[src/pkg/acbp_pkg.sv]
// constants and carriers for the single-wire block framer
// assumes a 20 MHz core clock and a separate line decoder
package acbp_pkg;
  localparam logic [7:0]  FLAG_CMD    = 8'h66;
  localparam logic [7:0]  FLAG_TX     = 8'h99;
  localparam logic [7:0]  FLAG_SLEEP  = 8'hCC;
  localparam logic [7:0]  ST_WAKE     = 8'h11;
  localparam logic [7:0]  ST_EXEC_ERR = 8'h0F;
  localparam logic [7:0]  ST_COMM_ERR = 8'hFF;
  localparam logic [7:0]  RESP_CNT    = 8'h04;
  localparam logic [15:0] CRC_POLY    = 16'h8005;
  localparam logic [15:0] CRC_INIT    = 16'h0000;
  localparam logic [7:0]  CNT_MIN     = 8'h04;
  localparam logic [7:0]  CNT_MAX     = 8'h27;
  // opcodes and their fixed block lengths
  localparam logic [7:0]  OP_H0       = 8'h08;
  localparam logic [7:0]  OP_H1       = 8'h40;
  localparam logic [7:0]  OP_H2       = 8'h80;
  localparam logic [5:0]  LEN_H0      = 6'h27;
  localparam logic [5:0]  LEN_H1      = 6'h14;
  localparam logic [5:0]  LEN_H2      = 6'h27;
  // byte positions inside a block
  localparam logic [5:0]  IDX_CNT     = 6'h00;
  localparam logic [5:0]  IDX_OP      = 6'h01;
  localparam logic [5:0]  IDX_A1      = 6'h02;
  localparam logic [5:0]  IDX_A2L     = 6'h03;
  localparam logic [5:0]  IDX_A2H     = 6'h04;
  localparam logic [1:0]  TXI_CNT     = 2'h0;
  localparam logic [1:0]  TXI_PKT     = 2'h1;
  localparam logic [1:0]  TXI_CRCL    = 2'h2;
  localparam logic [1:0]  TXI_CRCH    = 2'h3;
  // timing
  localparam int CLK_PERIOD_NS   = 50;
  localparam int PARSE_DELAY_NS  = 100000;
  localparam int PARSE_CYC       = PARSE_DELAY_NS / CLK_PERIOD_NS;
  localparam int IO_TIMEOUT_US   = 1500;
  localparam int IO_TIMEOUT_CYC  = IO_TIMEOUT_US * 1000 / CLK_PERIOD_NS;
  localparam int FAILSAFE_MS     = 1700;
  localparam int FAILSAFE_CYC    = FAILSAFE_MS * 1000 / CLK_PERIOD_NS * 1000;

  typedef enum logic [5:0] {
    S_SLEEP = 6'h01,
    S_IDLE  = 6'h02,
    S_RX    = 6'h04,
    S_PARSE = 6'h08,
    S_EXEC  = 6'h10,
    S_TX    = 6'h20
  } acbp_state_t;

  typedef struct packed {
    logic wake;
    logic one;
    logic zero;
    logic lead;
    logic bad;
  } acbp_tok_t;

  typedef struct packed {
    logic [7:0]  opcode;
    logic [7:0]  arg1;
    logic [15:0] arg2;
  } acbp_cmd_t;
endpackage

[src/verilog/acbp_framer.sv]
// block layer of the single-wire host: flags, framing, crc, timeouts
// assumes decoded tokens and tx_ready come from logic on the same clock
//
// Summary of operation
// - first byte is total block count
// - crc-16 poly 8005, zero init, checked
// - crc low byte first, high byte last
// - after wake, transmit returns 0x11 status
// - transmit ignored while busy, last answer resent otherwise
// - token remainder within timeout else sleep
// - timeout armed over block, restarts per data bit
// - timeout armed at wake, idle means sleep
// - timeout disabled during execution
// - failsafe counter from wake forces sleep
// - data bit while asleep acts as wake
// - bytes move lsb first, arrays in order
// - opcode, first_argument, second_argument, data layout
// - receive fault: no execution, answer 0xFF
// - bad opcode or argument: answer 0x0F
// - wrong length per opcode: skip, report error
// - output block after execution completes
// - flags 66 command, 99 transmit, CC sleep
// - sleep flag resets engine and buffer
// - status blocks are four bytes long
`timescale 1ns/1ps
module acbp_framer #(
  parameter int IOW            = 16,
  parameter int FSW            = 26,
  parameter int IO_TIMEOUT_CYC = acbp_pkg::IO_TIMEOUT_CYC,
  parameter int FAILSAFE_CYC   = acbp_pkg::FAILSAFE_CYC
) (
  input  wire logic               clock,
  input  wire logic               sys_rst,
  input  wire logic               clk_en,
  input  wire acbp_pkg::acbp_tok_t tok,
  input  wire logic               tx_ready,
  input  wire logic               exec_done,
  input  wire logic               exec_err,
  input  wire logic [7:0]         exec_result,
  output logic                    tx_valid,
  output logic [7:0]              tx_data,
  output logic                    pkt_valid,
  output logic [7:0]              pkt_byte,
  output logic [5:0]              pkt_index,
  output logic                    cmd_start,
  output acbp_pkg::acbp_cmd_t     cmd,
  output logic                    asleep
);
  localparam logic [IOW-1:0] IO_LAST = IOW'(IO_TIMEOUT_CYC - 1);
  localparam logic [FSW-1:0] FS_LAST = FSW'(FAILSAFE_CYC - 1);
  localparam logic [11:0]    PS_LAST = 12'(acbp_pkg::PARSE_CYC - 1);

  typedef struct packed {
    acbp_pkg::acbp_state_t st;
    logic [7:0]            sh;
    logic [2:0]            nbit;
    logic                  io_arm;
    logic [IOW-1:0]        io_cnt;
    logic [FSW-1:0]        fs_cnt;
    logic [5:0]            idx;
    logic [5:0]            cnt;
    logic [15:0]           crc;
    logic                  err_comm;
    acbp_pkg::acbp_cmd_t   cmd;
    logic [11:0]           pcnt;
    logic                  resp_vld;
    logic [7:0]            resp_byte;
    logic [1:0]            tx_idx;
    logic [15:0]           tx_crc;
    logic [7:0]            head;
    logic [7:0]            tail;
    logic                  hv;
    logic                  tv;
    logic                  pkt_vld;
    logic [7:0]            pkt_byte;
    logic [5:0]            pkt_idx;
    logic                  cmd_start;
  } acbp_regs_t;

  localparam acbp_regs_t RST_REGS = '{st: acbp_pkg::S_SLEEP, default: '0};

  acbp_regs_t q;
  acbp_regs_t d;
  logic       bit_tok;
  logic [7:0] nb;
  logic       byte_done;
  logic       listen;

  // serial update, data bits fed lsb first
  function automatic logic [15:0] crc_byte(input logic [15:0] c, input logic [7:0] b);
    logic [15:0] r;
    r = c;
    for (int i = 0; i < 8; i++)
    begin
      if (b[i] ^ r[15])
        r = (r << 1) ^ acbp_pkg::CRC_POLY;
      else
        r = r << 1;
    end
    return r;
  endfunction

  function automatic logic [5:0] op_len(input logic [7:0] op);
    unique case (op)
      acbp_pkg::OP_H0: return acbp_pkg::LEN_H0;
      acbp_pkg::OP_H1: return acbp_pkg::LEN_H1;
      acbp_pkg::OP_H2: return acbp_pkg::LEN_H2;
      default:         return 6'h00;
    endcase
  endfunction

  function automatic logic args_ok(input acbp_pkg::acbp_cmd_t c);
    if (c.opcode == acbp_pkg::OP_H1)
      return c.arg2 == 16'h0000;
    if (c.opcode == acbp_pkg::OP_H2)
      return (c.arg1 == 8'h00) && (c.arg2 == 16'h0000);
    return 1'b1;
  endfunction

  assign listen    = (q.st == acbp_pkg::S_IDLE) || (q.st == acbp_pkg::S_RX);
  assign bit_tok   = tok.one | tok.zero;
  assign nb        = {tok.one, q.sh[7:1]};
  assign byte_done = listen && bit_tok && (q.nbit == 3'h7);

  always_comb
  begin
    logic       go_sleep;
    logic [7:0] b;
    go_sleep    = 1'b0;
    b           = 8'h00;
    d           = q;
    d.cmd_start = 1'b0;
    d.pkt_vld   = 1'b0;
    // drain side of the two-entry output buffer
    if (tx_ready && q.hv)
    begin
      if (q.tv)
      begin
        d.head = q.tail;
        d.tv   = 1'b0;
      end
      else
        d.hv = 1'b0;
    end
    if (q.st != acbp_pkg::S_SLEEP)
    begin
      d.fs_cnt = q.fs_cnt + 1'b1;
      if (q.fs_cnt == FS_LAST)
        go_sleep = 1'b1;
    end
    // gap timer only runs while listening
    if (listen && q.io_arm)
    begin
      d.io_cnt = q.io_cnt + 1'b1;
      if (q.io_cnt == IO_LAST)
        go_sleep = 1'b1;
    end
    if (listen)
    begin
      if (tok.lead || tok.bad)
        d.io_arm = 1'b1;
      if (bit_tok)
      begin
        d.sh     = nb;
        d.nbit   = q.nbit + 1'b1;
        d.io_cnt = '0;
      end
    end
    unique case (q.st)
      acbp_pkg::S_SLEEP:
      begin
        // a wake token or data bit wakes; decoder drops bits during wake-up delay
        if (tok.wake || bit_tok)
        begin
          d.st        = acbp_pkg::S_IDLE;
          d.io_arm    = 1'b1;
          d.io_cnt    = '0;
          d.fs_cnt    = '0;
          d.resp_vld  = 1'b1;
          d.resp_byte = acbp_pkg::ST_WAKE;
        end
      end
      acbp_pkg::S_IDLE:
      begin
        if (byte_done)
        begin
          d.io_arm = 1'b0;
          unique case (nb)
            acbp_pkg::FLAG_CMD:
            begin
              d.st       = acbp_pkg::S_RX;
              d.io_arm   = 1'b1;
              d.idx      = acbp_pkg::IDX_CNT;
              d.crc      = acbp_pkg::CRC_INIT;
              d.err_comm = 1'b0;
              d.cmd      = '0;
            end
            acbp_pkg::FLAG_TX:
            begin
              if (q.resp_vld)
              begin
                d.st     = acbp_pkg::S_TX;
                d.tx_idx = acbp_pkg::TXI_CNT;
                d.tx_crc = crc_byte(crc_byte(acbp_pkg::CRC_INIT, acbp_pkg::RESP_CNT),
                                    q.resp_byte);
              end
            end
            acbp_pkg::FLAG_SLEEP: go_sleep = 1'b1;
            default: ;
          endcase
        end
      end
      acbp_pkg::S_RX:
      begin
        if (byte_done)
        begin
          d.idx = q.idx + 1'b1;
          if (q.idx == acbp_pkg::IDX_CNT)
          begin
            d.cnt = nb[5:0];
            d.crc = crc_byte(q.crc, nb);
            // out-of-range count ends the block at once as a fault
            if (nb < acbp_pkg::CNT_MIN || nb > acbp_pkg::CNT_MAX)
            begin
              d.err_comm = 1'b1;
              d.st       = acbp_pkg::S_PARSE;
              d.pcnt     = '0;
              d.io_arm   = 1'b0;
            end
          end
          else if (q.idx < q.cnt - 6'h02)
          begin
            d.crc = crc_byte(q.crc, nb);
            unique case (q.idx)
              acbp_pkg::IDX_OP:  d.cmd.opcode     = nb;
              acbp_pkg::IDX_A1:  d.cmd.arg1       = nb;
              acbp_pkg::IDX_A2L: d.cmd.arg2[7:0]  = nb;
              acbp_pkg::IDX_A2H: d.cmd.arg2[15:8] = nb;
              default:
              begin
                d.pkt_vld  = 1'b1;
                d.pkt_byte = nb;
                d.pkt_idx  = q.idx - 6'h01;
              end
            endcase
          end
          else if (q.idx == q.cnt - 6'h02)
          begin
            if (nb != q.crc[7:0])
              d.err_comm = 1'b1;
          end
          else
          begin
            if (nb != q.crc[15:8])
              d.err_comm = 1'b1;
            d.st     = acbp_pkg::S_PARSE;
            d.pcnt   = '0;
            d.io_arm = 1'b0;
          end
        end
      end
      acbp_pkg::S_PARSE:
      begin
        d.pcnt = q.pcnt + 1'b1;
        if (q.pcnt == PS_LAST)
        begin
          d.st        = acbp_pkg::S_IDLE;
          d.resp_vld  = 1'b1;
          d.nbit      = 3'h0;
          if (q.err_comm)
            d.resp_byte = acbp_pkg::ST_COMM_ERR;
          else if (op_len(q.cmd.opcode) == 6'h00 || !args_ok(q.cmd))
            d.resp_byte = acbp_pkg::ST_EXEC_ERR;
          else if (op_len(q.cmd.opcode) != q.cnt)
            d.resp_byte = acbp_pkg::ST_COMM_ERR;
          else
          begin
            d.st        = acbp_pkg::S_EXEC;
            d.resp_vld  = 1'b0;
            d.cmd_start = 1'b1;
          end
        end
      end
      acbp_pkg::S_EXEC:
      begin
        // tokens ignored and gap timer idle while busy
        d.io_arm = 1'b0;
        if (exec_done)
        begin
          d.st        = acbp_pkg::S_IDLE;
          d.nbit      = 3'h0;
          d.resp_vld  = 1'b1;
          d.resp_byte = exec_err ? acbp_pkg::ST_EXEC_ERR : exec_result;
        end
      end
      acbp_pkg::S_TX:
      begin
        if (!q.tv)
        begin
          unique case (q.tx_idx)
            acbp_pkg::TXI_CNT:  b = acbp_pkg::RESP_CNT;
            acbp_pkg::TXI_PKT:  b = q.resp_byte;
            acbp_pkg::TXI_CRCL: b = q.tx_crc[7:0];
            acbp_pkg::TXI_CRCH: b = q.tx_crc[15:8];
          endcase
          if (!d.hv)
          begin
            d.head = b;
            d.hv   = 1'b1;
          end
          else
          begin
            d.tail = b;
            d.tv   = 1'b1;
          end
          d.tx_idx = q.tx_idx + 1'b1;
          if (q.tx_idx == acbp_pkg::TXI_CRCH)
          begin
            d.st   = acbp_pkg::S_IDLE;
            d.nbit = 3'h0;
          end
        end
      end
    endcase
    if (go_sleep)
      d = RST_REGS;
  end

  always_ff @(posedge clock)
  begin
    if (sys_rst)
      q <= RST_REGS;
    else if (clk_en)
      q <= d;
  end

  assign tx_valid  = q.hv;
  assign tx_data   = q.head;
  assign pkt_valid = q.pkt_vld;
  assign pkt_byte  = q.pkt_byte;
  assign pkt_index = q.pkt_idx;
  assign cmd_start = q.cmd_start;
  assign cmd       = q.cmd;
  assign asleep    = q.st[0];

  a_wake_status: assert property (@(posedge clock) disable iff (sys_rst)
    (q.st == acbp_pkg::S_SLEEP && clk_en && tok.wake) |=>
    (q.st == acbp_pkg::S_IDLE && q.resp_vld && q.resp_byte == acbp_pkg::ST_WAKE))
    else $error("wake did not load status 0x11");

  a_crc_high_last: assert property (@(posedge clock) disable iff (sys_rst)
    (q.st == acbp_pkg::S_TX && clk_en && !q.tv && q.tx_idx == acbp_pkg::TXI_CRCH) |=>
    ((q.tv ? q.tail : q.head) == $past(q.tx_crc[15:8]) && q.st == acbp_pkg::S_IDLE))
    else $error("last block byte is not crc high");

  a_parse_hold: assert property (@(posedge clock) disable iff (sys_rst)
    (q.st == acbp_pkg::S_PARSE && clk_en && q.pcnt < PS_LAST && q.fs_cnt != FS_LAST) |=>
    (q.st == acbp_pkg::S_PARSE && !q.resp_vld || q.st == acbp_pkg::S_PARSE && $stable(q.resp_vld)))
    else $error("left parse before the parse delay");

  a_comm_error: assert property (@(posedge clock) disable iff (sys_rst)
    (q.st == acbp_pkg::S_PARSE && clk_en && q.pcnt == PS_LAST && q.err_comm
     && q.fs_cnt != FS_LAST) |=>
    (q.resp_byte == acbp_pkg::ST_COMM_ERR && !q.cmd_start && q.st == acbp_pkg::S_IDLE))
    else $error("receive fault not answered with 0xFF");

  a_bad_opcode: assert property (@(posedge clock) disable iff (sys_rst)
    (q.st == acbp_pkg::S_PARSE && clk_en && q.pcnt == PS_LAST && !q.err_comm
     && op_len(q.cmd.opcode) == 6'h00 && q.fs_cnt != FS_LAST) |=>
    (q.resp_byte == acbp_pkg::ST_EXEC_ERR && q.resp_vld))
    else $error("unknown opcode not answered with 0x0F");

  a_len_error: assert property (@(posedge clock) disable iff (sys_rst)
    (q.st == acbp_pkg::S_PARSE && clk_en && q.pcnt == PS_LAST && !q.err_comm
     && op_len(q.cmd.opcode) != 6'h00 && op_len(q.cmd.opcode) != q.cnt
     && q.fs_cnt != FS_LAST) |=> (!q.cmd_start && q.st == acbp_pkg::S_IDLE))
    else $error("wrong block length was executed");

  a_exec_quiet: assert property (@(posedge clock) disable iff (sys_rst)
    (q.st == acbp_pkg::S_EXEC && clk_en && !exec_done && q.fs_cnt != FS_LAST) |=>
    (q.st == acbp_pkg::S_EXEC && !q.io_arm))
    else $error("busy state left without completion");

  a_exec_output: assert property (@(posedge clock) disable iff (sys_rst)
    (q.st == acbp_pkg::S_EXEC && clk_en && exec_done && !exec_err && q.fs_cnt != FS_LAST)
    |=> (q.resp_vld && q.resp_byte == $past(exec_result)))
    else $error("execution result not offered");

  a_sleep_flag: assert property (@(posedge clock) disable iff (sys_rst)
    (q.st == acbp_pkg::S_IDLE && clk_en && byte_done && nb == acbp_pkg::FLAG_SLEEP) |=>
    (q.st == acbp_pkg::S_SLEEP && !q.hv && !q.resp_vld))
    else $error("sleep flag did not reset the block");

  a_failsafe: assert property (@(posedge clock) disable iff (sys_rst)
    (q.st != acbp_pkg::S_SLEEP && clk_en && q.fs_cnt == FS_LAST) |=>
    (q.st == acbp_pkg::S_SLEEP))
    else $error("failsafe expiry did not force sleep");

  a_io_timeout: assert property (@(posedge clock) disable iff (sys_rst)
    (listen && q.io_arm && clk_en && q.io_cnt == IO_LAST) |=> (q.st == acbp_pkg::S_SLEEP))
    else $error("gap timeout did not force sleep");
endmodule

[config.mk]
export PLATFORM = sky130hd
export DESIGN_NAME = acbp_framer
export DESIGN_NICKNAME = d
export VERILOG_FILES = /design/src/pkg/acbp_pkg.sv /design/src/verilog/acbp_framer.sv
export SDC_FILE = /design/constraint.sdc
export NUM_CORES = 1
export LEC_CHECK = 0
export BUFFER_PORTS_ARGS = -buffer_cell sky130_fd_sc_hd__buf_2
export CAP_MARGIN = 0
export CORE_ASPECT_RATIO = 0.9
export CORE_MARGIN = 1
export CORE_UTILIZATION = 65
export CTS_CLUSTER_DIAMETER = 50
export CTS_CLUSTER_SIZE = 12
export DETAILED_ROUTE_END_ITERATION = 12
export PLACE_DENSITY = 0.86
export SETUP_SLACK_MARGIN = 0.15
export SLEW_MARGIN = 15
export SYNTH_ARGS = -nofsm -noshare
export SYNTH_HDL_FRONTEND = slang
export SYNTH_SLANG_ARGS = --single-unit
[constraint.sdc]
create_clock -name clock -period 5.3 [get_ports clock]
set_clock_uncertainty 0.2 [all_clocks]
set_input_delay 0.795 -clock clock [delete_from_list [all_inputs] [get_ports clock]]
set_output_delay 0.795 -clock clock [all_outputs]
set_load 0.01 [all_outputs]
==> flow_summary.ini <==
[global_routing]
grt_max_degree = 91
antenna_found_initial = 0
overflow = 0
grt_pass1_wl_mm = 44.4
grt_pass1_vias = 8852
track_usage = 0.335

[floorplan]
die-area_um2 = 16800
coreArea_um2 = 15700
rows = 43
io_pins = 77
start_util = 0.678
fp.dieW_um = 137
die_h_um = 123

[sta]
finalHoldViolations = 0
finalMaxSlewViolations = 0
maxSlewHeadroom = 0.233
rsz0062_at_grt = no
fin_setup_tns_ns = 0
setup_violations = 0
post-route-min-period_ns = 4.46
fmax_mhz = 224
finalCritPeriodShare = 0.842
worst_slew_pin_slew_ns = 1.15
holdWs_ns = 0.250

[job]
drv_cap = 0

[clocking]
clk_pin_slew_ns = 0.07
h-tree-depth = 4
cts_buffers = 17
cts_resized = 0
cts_setup_buffers = 0
cts-root-buf = clkbuf_16
cts_hold_buf = 0
cts_sinks = 189
clockBufferDepth = 2
cts_tree = built
clock_latency_ns = 0.44

[drt]
route.detailed.drc = 0
dr_wl_met2_mm = 13.1
firstDrtPassIters = 6
met1Wirelength_mm = 11.7
vias = 9960
wl_met3_mm = 2.30
ant_nets = 0
routed_wirelength_mm = 27.9
wl_per_cell_um = 18.5
drt_iter0_drc = 1224
top_layer = met4
vias_per_cell = 6.61

[setup_path]
slowest_delay_ns = 0.98
arrival_ns = 4.62
r2r_cells = 11
reg2reg_to = pkt_byte[7]
rrSetupSlack_ns = 0.84
cp_slowest_cell = a21oi_1
critPathRequiredTime_ns = 5.46
cp-endpoint = pkt_byte[7]
crit_path_max_fanout = 13
setup.worst_path.start = q[123]
worstSetupPathType = flop to flop
crit_chain = inv_1 -> ha_1 -> xnor2_1 -> ha_1 -> a21o_1 -> a21o_1 -> a211oi_1 -> nand4b_1 -> a21oi_1 -> nand3_1 -> a21oi_1
startpoint_type = flop
cp-end-kind = flop
rr_startpoint = q[123]

[place]
dp_cells = 1475
io_buffers = 76
gp_congestion = 0.952
hpwl_mm = 18.6

[synthesis]
ys.flop_type = dfxtp_1
synth_top_area_frac = 0.357
syn_inst = 1318
synth_seq_cells = 189
synth_nets = 1357
synth_edf_count = 0
yosys_warnings = 0
synth_area_leaders = dfxtp_1 36%, a21oi_1 5.9%, nand2_1 4.6%
ys_types = 72
ys_seq_area_frac = 0.357
synth_area_um2 = 10600
synth.avg_cell_area_um2 = 8.05
synth_async_sr_flop_share = 0
synth_top_cell_by_area = dfxtp_1

[power]
comb_power_share = 0.068
peakVddDrop_mv = 0.291
swShare = 0.240
p_total_uw = 2950
clkPwrFrac = 0.443
power_density_nw_per_um2 = 263
p_leak_uw = 0.00405
power_frac_seq = 0.489
power.switching_uw = 708
p_int_uw = 2250

[layout]
final-instance-count-excl-fill = 1507
n_antenna_cell = 0
drive_gt1_frac = 0.109
postLayoutCoreUtil = 0.717
area_delta_synth_final_pct = 5.83
n_fill_cell = 1246
num-nets-final = 1331

[worst_hold_path]
holdCritPathClass = flop to flop

[outcome]
status = finished, final reports clean
## worst min-delay path by stage
stage / start / end / slack, ns / depth (start not counted)
finish: pkt_byte[4] / pkt_byte[4] / 0.25 / 2
global route: pkt_byte[5] / pkt_byte[5] / 0.26 / 2
CTS: pkt_byte[4] / pkt_byte[4] / 0.25 / 2
detailed placement: pkt_byte[0] / pkt_byte[0] / 0.24 / 2
global placement: q[20] / q[20] / 0.24 / 2
floorplan: q[20] / q[20] / 0.23 / 2
## registers in the layout, indices dropped and copies added, names as in the netlist
signal,count
cmd_start,1
asleep,1
q,124
pkt_valid,1
nb,7
pkt_byte,8
tx_data,8
tx_valid,1
cmd,32
pkt_index,6
## layout by cell type (no fill, tap or decap), types with 15 or more instances in the layout
| master | Yosys | final |
|---|---|---|
| dfxtp_1 | 189 | 189 |
| nand2_1 | 130 | 130 |
| a21oi_1 | 126 | 126 |
| nor2_1 | 109 | 109 |
| buf_2 | 13 | 75 |
| nand3_1 | 73 | 73 |
| o21ai_0 | 67 | 67 |
| xnor2_1 | 41 | 41 |
| nand4_1 | 41 | 41 |
| nor3_1 | 40 | 39 |
| mux2i_1 | 33 | 33 |
| nor4_1 | 28 | 28 |
| xor2_1 | 25 | 25 |
| and3_1 | 20 | 20 |
| ha_1 | 20 | 20 |
| inv_1 | 19 | 19 |
| a22oi_1 | 19 | 19 |
| or4_1 | 17 | 17 |
| clkbuf_16 | 0 | 17 |
| a311oi_1 | 15 | 15 |
| buf_4 | 54 | 15 |
## power groups by stage
| stage | clock, uW | combinational, uW | sequential [uW] |
|---|---|---|---|
| floorplan | 0 | 148 | 1470 |
| global placement | 0 | 189 | 1480 |
| detailed placement | 0 | 192 | 1480 |
| CTS | 1320 | 194 | 1440 |
| global route | 1370 | 215 | 1450 |
| finish | 1310 | 199 | 1440 |
## worst max-delay path, delay by kind of cell, from the launching register on
family	cells	cell delay (ns)
adder cells (fa/ha/maj)	2	0.49
buffers and inverters	1	0.07
flip-flops	1	0.42
AND/OR/NAND/NOR	2	0.75
XOR/XNOR	1	0.17
AO/OA/AOI/OAI	5	2.31
## cell usage after synthesis, types with 25 or more instances
library cell and n:
a21oi_1 126, mux2i_1 33, nor4_1 28, dfxtp_1 189, nand2_1 130, o21ai_0 67
xnor2_1 41, nand4_1 41, nor2_1 109, clkbuf_1 58, xor2_1 25, nor3_1 40
nand3_1 73, buf_4 54
## cell families (layout without fill, tap and decap cells)
family | after synthesis | after routing | share of synthesized area
AOI/OAI and AO/OA | 316 | 316 | 0.191
and+or+nand+nor | 536 | 536 | 0.260
xor gates and xnor gates | 68 | 68 | 0.0587
buffers and inverters | 154 | 141 | 0.0765
muxes | 35 | 35 | 0.0333
adders and majority gates | 20 | 20 | 0.0236
DFF | 189 | 189 | 0.357
## layout make-up
| class | instances | area, um^2 | share of cell area |
|---|---|---|---|
| Multi-Input combinational cell | 975 | 6030 | 0.537 |
| Sequential cell | 189 | 3780 | 0.337 |
| Clock buffer | 22 | 494 | 0.0440 |
| Timing Repair Buffer | 90 | 488 | 0.0435 |
| Tap cell | 202 | 253 | 0.0225 |
| Clock inverter | 10 | 111 | 0.00992 |
| Inverter | 19 | 71.3 | 0.00635 |
## per-layer routing
layer / vias up / global-route usage
li1: 4722 / -
met4: 0 / 0.128
met5: - / 0
met3: 74 / 0.0763
met2: 474 / 0.551
met1: 4690 / 0.429
## through the flow
step,setup WS [ns],cell area (um^2)
floorplan,2.02,10600
global placement,1.03,10600
detailed placement,0.999,10600
CTS,0.969,11200
global route,0.715,11200
finish,0.837,11200
(Power assumes the default switching activity.)
